## config.mk

```make
export PLATFORM = sky130hd
export DESIGN_NAME = lds_serdes
export DESIGN_NICKNAME = d
export VERILOG_FILES = /design/src/logic/lds_pkg.sv /design/src/logic/lds_ddr_io.sv /design/src/logic/lds_serdes.sv
export SDC_FILE = /design/constraint.sdc
export NUM_CORES = 1
export LEC_CHECK = 0
export ABC_AREA = 1
export CAP_MARGIN = 20
export CORE_UTILIZATION = 56
export CTS_CLUSTER_DIAMETER = 120
export DETAILED_ROUTE_END_ITERATION = 8
export DONT_BUFFER_PORTS = 1
export HOLD_SLACK_MARGIN = 0.15
export PLACE_DENSITY = 0.74
export SLEW_MARGIN = 15
export SYNTH_ARGS = -nofsm -noshare
export SYNTH_HDL_FRONTEND = slang
export SYNTH_SLANG_ARGS = --single-unit
```

## constraint.sdc

```tcl
create_clock -name core_clk -period 1.7 [get_ports core_clk]
set_input_delay 0.34 -clock core_clk [delete_from_list [all_inputs] [get_ports core_clk]]
set_output_delay 0.34 -clock core_clk [all_outputs]
set_load 0.01 [all_outputs]
```

## src/logic/lds_pkg.sv

```systemverilog
// shared types and constants for the double-rate serial link block
`default_nettype none
package lds_pkg;
  // core_clk is the fast clock; two line bits move per cycle
  localparam int CLK_PERIOD_NS   = 100;
  localparam int BITS_PER_CYCLE  = 2;
  localparam int DEF_CHANNELS    = 2;
  localparam int DEF_SER_FACTOR  = 8;
  localparam int DEF_OUTCLK_DIV  = 4;
  localparam logic RST_BIT       = 1'b0;
  localparam logic [3:0] RST_PHASE = 4'h0;
  // one bit pair as it sits in a double-rate register
  typedef struct packed {
    logic hi;  // bit sent or caught in the high phase
    logic lo;  // bit sent or caught in the low phase
  } lds_pair_s;
endpackage : lds_pkg
`default_nettype wire

```

## src/logic/lds_ddr_io.sv

```systemverilog
// double-rate pin register lanes, output and input directions
`timescale 1ns/1ps
`default_nettype none
module lds_ddr_io #(
  parameter int TXW = 3,
  parameter int RXW = 2
) (
  input  wire logic                    core_clk,
  input  wire logic                    rstn,
  input  wire lds_pkg::lds_pair_s [TXW-1:0] tx_pair,
  output logic          [TXW-1:0]      tx_pin,
  input  wire logic     [RXW-1:0]      rx_pin,
  output lds_pkg::lds_pair_s [RXW-1:0] rx_pair
);
  lds_pkg::lds_pair_s [TXW-1:0] tx_q;
  logic [RXW-1:0] rise_q;
  logic [RXW-1:0] fall_q;

  // launch both bits of a pair on the rising edge
  always_ff @(posedge core_clk or negedge rstn) begin
    if (!rstn) begin
      tx_q <= '0;
    end else begin
      tx_q <= tx_pair;
    end
  end

  // high phase shows hi, low phase lo: one bit per clock edge
  genvar g;
  generate
    for (g = 0; g < TXW; g++) begin : g_tx
      assign tx_pin[g] = core_clk ? tx_q[g].hi : tx_q[g].lo;
    end
  endgenerate

  // catch the pins on both edges
  always_ff @(posedge core_clk or negedge rstn) begin
    if (!rstn) begin
      rise_q <= '0;
    end else begin
      rise_q <= rx_pin;
    end
  end

  always_ff @(negedge core_clk or negedge rstn) begin
    if (!rstn) begin
      fall_q <= '0;
    end else begin
      fall_q <= rx_pin;
    end
  end

  // realign the falling capture into the rising domain as a pair
  always_ff @(posedge core_clk or negedge rstn) begin
    if (!rstn) begin
      rx_pair <= '0;
    end else begin
      for (int i = 0; i < RXW; i++) begin
        rx_pair[i].hi <= rise_q[i];
        rx_pair[i].lo <= fall_q[i];
      end
    end
  end
endmodule : lds_ddr_io
`default_nettype wire

```

## src/logic/lds_serdes.sv

```systemverilog
// soft serializer and deserializer on double-rate pin registers
`timescale 1ns/1ps
`default_nettype none
module lds_serdes #(
  parameter int CH       = lds_pkg::DEF_CHANNELS,
  parameter int J        = lds_pkg::DEF_SER_FACTOR,
  parameter int B        = lds_pkg::DEF_OUTCLK_DIV,
  parameter bit HALF_CORE = 1'b0,
  localparam int TW      = (HALF_CORE && (J % 2 == 1)) ? 2 * J : J
) (
  input  wire logic              core_clk,
  input  wire logic              rstn,
  input  wire logic [CH*TW-1:0]  tx_word,
  input  wire logic              tx_valid,
  output logic                   tx_ready,
  output logic [CH-1:0]          tx_line,
  output logic                   tx_outclk,
  input  wire logic [CH-1:0]     rx_line,
  output logic [CH*J-1:0]        rx_word,
  output logic                   rx_valid
);
  localparam int BUFW = TW + 2;
  localparam int CW   = $clog2(BUFW + 1);
  localparam int RW   = J + 1;
  localparam int RCW  = $clog2(RW + 2);
  localparam int PW   = $clog2(2 * B + 1);

  logic [CH-1:0][BUFW-1:0] tx_buf;
  logic [CW-1:0]           tx_cnt;
  logic [CW-1:0]           avail;
  logic                    take;
  logic [CH-1:0][RW-1:0]   rx_sr;
  logic [RCW-1:0]          rx_cnt;
  logic [RCW-1:0]          rx_sum;
  logic [PW-1:0]           oc_phase;
  lds_pkg::lds_pair_s [CH:0]   tx_pair;
  lds_pkg::lds_pair_s [CH-1:0] rx_pair;
  lds_pkg::lds_pair_s [CH-1:0] rx_s1;
  lds_pkg::lds_pair_s [CH-1:0] rx_s2;
  logic [CH:0]             tx_pins;

  // bits left after this cycle's two go out
  assign avail = (tx_cnt >= CW'(2)) ? tx_cnt - CW'(2) : tx_cnt;
  // ask for a word only when fewer than two bits would remain
  assign tx_ready = (avail < CW'(2));
  assign take     = tx_valid && tx_ready;

  // fill level: minus two per cycle, plus a word when taken
  always_ff @(posedge core_clk or negedge rstn) begin
    if (!rstn) begin
      tx_cnt <= '0;
    end else begin
      tx_cnt <= avail + (take ? CW'(TW) : CW'(0));
    end
  end

  // left-aligned buffer; the new word lands right behind leftovers
  always_ff @(posedge core_clk or negedge rstn) begin
    if (!rstn) begin
      tx_buf <= '0;
    end else begin
      for (int c = 0; c < CH; c++) begin
        logic [BUFW-1:0] sh;
        logic [BUFW-1:0] ins;
        sh  = (tx_cnt >= CW'(2)) ? (tx_buf[c] << 2) : tx_buf[c];
        ins = {tx_word[c*TW +: TW], 2'b00};
        if (take) begin
          sh = sh | (ins >> avail);
        end
        tx_buf[c] <= sh;
      end
    end
  end

  // forwarded clock pattern: 2B half-cycles, high for the first B
  always_ff @(posedge core_clk or negedge rstn) begin
    if (!rstn) begin
      oc_phase <= '0;
    end else if (oc_phase >= PW'(2 * B - 2)) begin
      oc_phase <= PW'(oc_phase + PW'(2) - PW'(2 * B));
    end else begin
      oc_phase <= oc_phase + PW'(2);
    end
  end

  // starving lanes send zeros rather than stale bits
  always_comb begin
    for (int c = 0; c < CH; c++) begin
      tx_pair[c].hi = (tx_cnt >= CW'(2)) && tx_buf[c][BUFW-1];
      tx_pair[c].lo = (tx_cnt >= CW'(2)) && tx_buf[c][BUFW-2];
    end
    tx_pair[CH].hi = (oc_phase < PW'(B));
    tx_pair[CH].lo = (oc_phase + PW'(1) < PW'(B));
  end

  // pin lanes: channels plus the forwarded clock lane on top
  lds_ddr_io #(
    .TXW (CH + 1),
    .RXW (CH)
  ) u_pins (
    .core_clk (core_clk),
    .rstn     (rstn),
    .tx_pair  (tx_pair),
    .tx_pin   (tx_pins),
    .rx_pin   (rx_line),
    .rx_pair  (rx_pair)
  );

  assign tx_line   = tx_pins[CH-1:0];
  assign tx_outclk = tx_pins[CH];

  // two-stage resync of the caught pairs; stage one feeds only stage two
  always_ff @(posedge core_clk or negedge rstn) begin
    if (!rstn) begin
      rx_s1 <= '0;
      rx_s2 <= '0;
    end else begin
      rx_s1 <= rx_pair;
      rx_s2 <= rx_s1;
    end
  end

  assign rx_sum = rx_cnt + RCW'(2);

  // gather two bits a cycle, emit when J are held
  always_ff @(posedge core_clk or negedge rstn) begin
    if (!rstn) begin
      rx_cnt <= '0;
    end else if (rx_sum >= RCW'(J)) begin
      rx_cnt <= rx_sum - RCW'(J);
    end else begin
      rx_cnt <= rx_sum;
    end
  end

  // word framing is fixed from reset; there is no alignment search
  always_ff @(posedge core_clk or negedge rstn) begin
    if (!rstn) begin
      rx_sr <= '0;
    end else begin
      for (int c = 0; c < CH; c++) begin
        rx_sr[c] <= {rx_sr[c][RW-3:0], rx_s2[c].hi, rx_s2[c].lo};
      end
    end
  end

  // oldest bit lands in the word's top bit
  always_ff @(posedge core_clk or negedge rstn) begin
    if (!rstn) begin
      rx_word  <= '0;
      rx_valid <= lds_pkg::RST_BIT;
    end else begin
      rx_valid <= (rx_sum >= RCW'(J));
      if (rx_sum >= RCW'(J)) begin
        for (int c = 0; c < CH; c++) begin
          logic [RW+1:0] full;
          full = {rx_sr[c], rx_s2[c].hi, rx_s2[c].lo};
          rx_word[c*J +: J] <= J'(full >> (rx_sum - RCW'(J)));
        end
      end
    end
  end

  // checks
  logic [7:0] take_gap;
  logic [7:0] rx_gap;
  always_ff @(posedge core_clk or negedge rstn) begin
    if (!rstn) begin
      take_gap <= '0;
      rx_gap   <= '0;
    end else begin
      take_gap <= take ? 8'h00 : take_gap + 8'h01;
      rx_gap   <= (rx_sum >= RCW'(J)) ? 8'h00 : rx_gap + 8'h01;
    end
  end

  ddr_two_bits_a: assert property (
    @(posedge core_clk) disable iff (!rstn)
    (tx_cnt >= CW'(2)) && !take |=> tx_cnt == $past(tx_cnt) - CW'(2))
    else $error("tx level not dropping by two per cycle");
  word_take_a: assert property (
    @(posedge core_clk) disable iff (!rstn)
    take |=> tx_cnt == $past(avail) + CW'(TW))
    else $error("tx word not added to level");
  tx_no_overfill_a: assert property (
    @(posedge core_clk) disable iff (!rstn)
    tx_cnt <= CW'(BUFW))
    else $error("tx buffer overfilled");
  // a word of four or more bits outlasts one cycle, so takes never touch
  tx_rate_a: assert property (
    @(posedge core_clk) disable iff (!rstn)
    take && TW > 3 |=> !take)
    else $error("tx words taken faster than the line drains");
  tx_gap_bound_a: assert property (
    @(posedge core_clk) disable iff (!rstn)
    tx_valid && take_gap > 8'(TW / 2) |-> take)
    else $error("tx word starved with data offered");
  outclk_half_a: assert property (
    @(posedge core_clk) disable iff (!rstn)
    oc_phase < PW'(2 * B))
    else $error("outclock phase out of range");
  outclk_high_a: assert property (
    @(posedge core_clk) disable iff (!rstn)
    oc_phase == PW'(0) |-> tx_pair[CH].hi)
    else $error("outclock not high at period start");
  rx_rate_a: assert property (
    @(posedge core_clk) disable iff (!rstn)
    rx_gap <= 8'((J + 1) / 2))
    else $error("rx word spacing too long");
  // with J of three a word can complete on two cycles in a row
  rx_valid_pulse_a: assert property (
    @(posedge core_clk) disable iff (!rstn)
    rx_valid && J > 3 |=> !rx_valid)
    else $error("rx valid held past one cycle");

  tx_take_c: cover property (@(posedge core_clk) disable iff (!rstn)
    take ##[1:16] take);
  rx_word_c: cover property (@(posedge core_clk) disable iff (!rstn)
    rx_valid ##[1:16] rx_valid);
  tx_starve_c: cover property (@(posedge core_clk) disable iff (!rstn)
    tx_ready && !tx_valid);
  outclk_wrap_c: cover property (@(posedge core_clk) disable iff (!rstn)
    oc_phase == PW'(0) ##1 oc_phase != PW'(0));
endmodule : lds_serdes
`default_nettype wire
```

; ---- Word level (Yosys, flattened, before mapping)
; Index checks and enable logic that the tools add are counted.
[classes]
mux = 11
order_cmp = 6
shifts = 4
add_sub_neg = 7
reduce_logical = 5
n_bitwise = 2
[op_table]
columns = op, n
row1 = 10-bit two-way mux, 4
row2 = 11-bit by 4-bit right shift with 8-bit output, 2
row3 = 10-bit OR, 2
row4 = 10-bit by 4-bit right shift with 10-bit output, 2
row5 = 4-bit two-way mux, 4
row6 = 4-bit by 2-bit adder with 4-bit output (second input constant), 2
row7 = 4-bit by 3-bit < comparator with 1-bit output (second input constant), 2
row8 = 4-bit subtractor (second input constant), 2
row9 = 1-bit logical AND, 5
row10 = 4-bit by 1-bit adder with 4-bit output (second input constant), 1
row11 = 4-bit adder, 1
row12 = 4-bit by 2-bit >= comparator with 1-bit output (second input constant), 1
row13 = 4-bit by 3-bit >= comparator with 1-bit output (second input constant), 1
row14 = 4-bit >= comparator (second input constant), 1
row15 = 4-bit by 2-bit < comparator with 1-bit output (second input constant), 1
row16 = 4-bit by 2-bit subtractor with 4-bit output (second input constant), 1
row17 = 1-bit two-way mux, 3
[word_totals]
register_bits = 89
in_bits = 21
word_cells = 64

; ---- Longest topological paths before layout
[depth]
word_depth = 6
ltp_mapped = 11
mapped_depth_nobuf = 10

; ---- By module
; Synthesis repeated with hierarchy kept, for this count alone.
[unflattened]
hier_cells = 362
hier_area_um2 = 3500.9
[by_module_without_submodules]
columns = mod, cells_each, seq_area_each_um2, instances, area_each_um2
row1 = lds_serdes, 338, 1801.7, 1, 3113.0
row2 = lds_ddr_io, 24, 350.3, 1, 387.9

==> impl_metrics.tcl <==
set metrics [dict create \
    maxCapViolCount 0 \
    rsz0062_at_grt "yes" \
    via_per_inst 5.181 \
    core_mm2 0.005956 \
    synth_compound_area_share_pct 11.47 \
    wl_per_cell_um 14.36 \
    power.total_mw 6.108 \
    drive_gt1_share_pct 15.29 \
    avgSynthCellArea_um2 9.830 \
    max_stage_delay_ns 0.41 \
    leakagePower_nw 2.106 \
    dieWidth_um 80.94 \
    ff2ff_path_depth 12 \
    ys_seq_area_share_pct 60.95 \
    synth_xor_area_share_pct 0.2510 \
    synthAdderAreaFrac_pct 2.151 \
    synthesis.area_mm2 0.003490 \
    totalWireLength_um 6821 \
    pwr-share-comb_pct 31.3 \
    cp_slowest_cell "dfrtp_1" \
    synth.area.mux_share_pct 0.6454 \
    place_hpwl_um 3911 \
    ys_types 28 \
    max-slew-margin-rel_pct 76.26 \
    worst_ep_required_time_ns 1.36 \
    rows 28 \
    finalHoldViolCount 83 \
    seqPwrFrac_pct 39.9 \
    reg2reg_from "tx_cnt[1]" \
    finalNonFillerCells 475 \
    grt_pass1_vias 2326 \
    max_clock_freq_ghz 0.5161 \
    drt-initial-drc-count 194 \
    drc 0 \
    synth_top_family_by_area "simple AND/OR/NAND/NOR gates" \
    setup.worst_path.class "reg -> out" \
    ir_drop_mv 1.452 \
    cp-end-kind "output pin" \
    cp_cell_sequence "inv_2 > ha_2 > inv_1 > o21ai_4 > nand2_4 > inv_2" \
    clk_pin_slew_worst_paths_ns 0.09 \
    post-route-period-util_pct 114.0 \
    num_vias 2461 \
    start_util_pct 58.59 \
    regToRegSetupSlack_ns -0.18 \
    ctsHoldBuffers 18 \
    area_delta_synth_final_pct 19.43 \
    track_usage_pct 23.04 \
    antenna_found_initial 1 \
    setup_tns_ns -1.105 \
    fillerInstances 423 \
    cts_tree "done" \
    die_y_um 80.94 \
    clock_latency_ns 0.46 \
    cp_common_cell "inv_2" \
    p_int_mw 4.109 \
    syn_nets 382 \
    synthesis.instances 355 \
    place_inst 425 \
    holdWs_ns -0.4281 \
    postRouteAntennaNets 0 \
    min_period_ns 1.937 \
    setup_slack_ns -0.2374 \
    swShare_pct 32.72 \
    dieArea_mm2 0.006551 \
    ios 42 \
    startpoint "tx_cnt[1]" \
    place_congestion 0.7900 \
    rr_endpoint "tx_buf[4]" \
    hold_class "in -> async" \
    num-nets-final 421 \
    dr.pass1.iters 4 \
    finalClockSkew_ns 0.009184 \
    portBuffers 0 \
    setup_viol 8 \
    synth_seq_cells 85 \
    yosys_warnings 0 \
    powerDensity_mw_per_mm2 1466 \
    synth_simple_gate_area_share_pct 16.03 \
    worstMarginPinSlew_ns 0.3524 \
    cp_data_arrival_time_ns 1.60 \
    grt_pass1_wl_um 10770 \
    start_kind "flip-flop" \
    p_sw_mw 1.999 \
    violations "negative hold slack, negative setup slack" \
    cp-endpoint "tx_ready" \
    grt_max_degree 86 \
    status "finished with violations" \
    crit_fanout 3 \
    place_ws_ns 0.02857 \
    grt.overflow.total 0 \
    drv_slew 0 \
    clkPwrFrac_pct 28.9 \
]
[power by group through the flow]
stage               Combinational (mW)  Sequential [mW]  Clock [mW]
finish                            1.91             2.44        1.76
global route                      2.12             2.46        1.89
CTS                               1.69             2.43        1.76
detailed placement                1.32             2.47      0.0766
global placement                  1.29             2.46      0.0766
floorplan                         1.17             2.44      0.0766
[layout make-up]
| cell class | instances | area, µm² | area share, % |
|---|---|---|---|
| inverters | 49 | 183.9 | 4.413 |
| clock buffers | 15 | 187.7 | 4.503 |
| clock inverters | 5 | 60.06 | 1.441 |
| flip-flops and latches | 85 | 2127 | 51.04 |
| multi-input cells | 206 | 1119 | 26.84 |
| diodes | 1 | 2.502 | 0.06004 |
| repair buffers | 39 | 394.1 | 9.457 |
| well taps | 75 | 93.84 | 2.252 |
[through the flow]
step	hold WS [ns]	util, %	instance area [µm²]
after global routing	-0.4429	69.98	4168
final	-0.4281	69.98	4168
after floorplan	0.04441	-	3492
after CTS	-0.4389	69.12	4116
after global placement	0.04697	59.75	3558
after detailed placement	0.04733	59.75	3558
[critical path: cells and delay by family (launching register included)]
family	cells	cell delay (ns)
AO/OA/AOI/OAI	1	0.17
AND/OR/NAND/NOR	1	0.07
flip-flops	1	0.41
buffers and inverters	3	0.20
adder cells (fa/ha/maj)	1	0.30
[sequential cells by signal, indices dropped and copies added, names as in the netlist, 4 cells and up]
name	count
u_pins.tx_q	5
rx_word	16
rx_s1	4
u_pins.rx_pair	4
tx_buf	20
rx_s2	4
rx_sr	18
[Yosys cell counts (all sizes together)]
master,count,area share [%]
nand2,89,10
dfrtp,83,60
inv,49,5.3
o21ai,39,6.0
nor2,22,2.6
nand3,19,3.1
buf,13,3.0
o211ai,10,2.2
o21bai,8,1.7
ha,6,2.2
a21oi,3,0.43
a22oi,3,0.65
clkbuf,2,0.22
dfrtn,2,1.4
mux2,2,0.65
or2,2,0.36
a22o,1,0.25
o221ai,1,0.25
xnor2,1,0.25
[kinds of logic (layout without fill, tap and decap cells)]
kind of cell / count (synthesis) / after routing
flops: 85 / 85
buf+inv: 64 / 108
xor+xnor: 1 / 1
simple gates: 132 / 132
fa+ha+maj: 6 / 6
other cells: 0 / 1
compound gates: 65 / 65
mux: 2 / 2
[placed cells by master, fill, tap and decap left out, types with 3 or more instances in the layout]
cell type,netlist,routed
ha_1,6,3
buf_4,1,15
buf_6,6,3
nand3_1,18,18
o21ai_1,1,3
nor2_1,21,18
o21ai_0,36,34
inv_2,1,4
o211ai_1,10,10
dlygate4sd3_1,0,18
dfrtp_1,83,83
a22oi_1,3,3
nand2_1,87,85
inv_1,48,45
o21bai_1,8,8
clkbuf_8,0,12
a21oi_1,3,3
[per-layer routing]
| metal | share of wire, % | vias up | GRT usage [%] | wire length [µm] |
|---|---|---|---|---|
| li1 | - | 1212 | - | - |
| met5 | 0 | - | 0 | 0 |
| met4 | 2.3 | 0 | 16.61 | 155 |
| met2 | 49 | 58 | 33.03 | 3345 |
| met1 | 44 | 1179 | 29.59 | 2976 |
| met3 | 5.0 | 12 | 7.079 | 344 |
[worst min-delay path by stage]
stage | cells past startpoint | start | to
final | 0 | rstn | tx_buf[14]
after global routing | 0 | rstn | u_pins.tx_q[5]
after CTS | 0 | rstn | rx_word[2]
after detailed placement | 0 | rstn | u_pins.tx_q[5]
after global placement | 0 | rstn | u_pins.tx_q[2]
after floorplan | 0 | rstn | oc_phase[1]
[repair_timing]
action	4_1_cts	5_1_grt
gates resized for setup	9	13
pin swaps	4	8
endpoints found under the hold margin	102	83
cloned	1	0
buffers inserted	8	3
setup endpoints to repair	4	21
No activity file was read; power rests on OpenSTA's default activity.
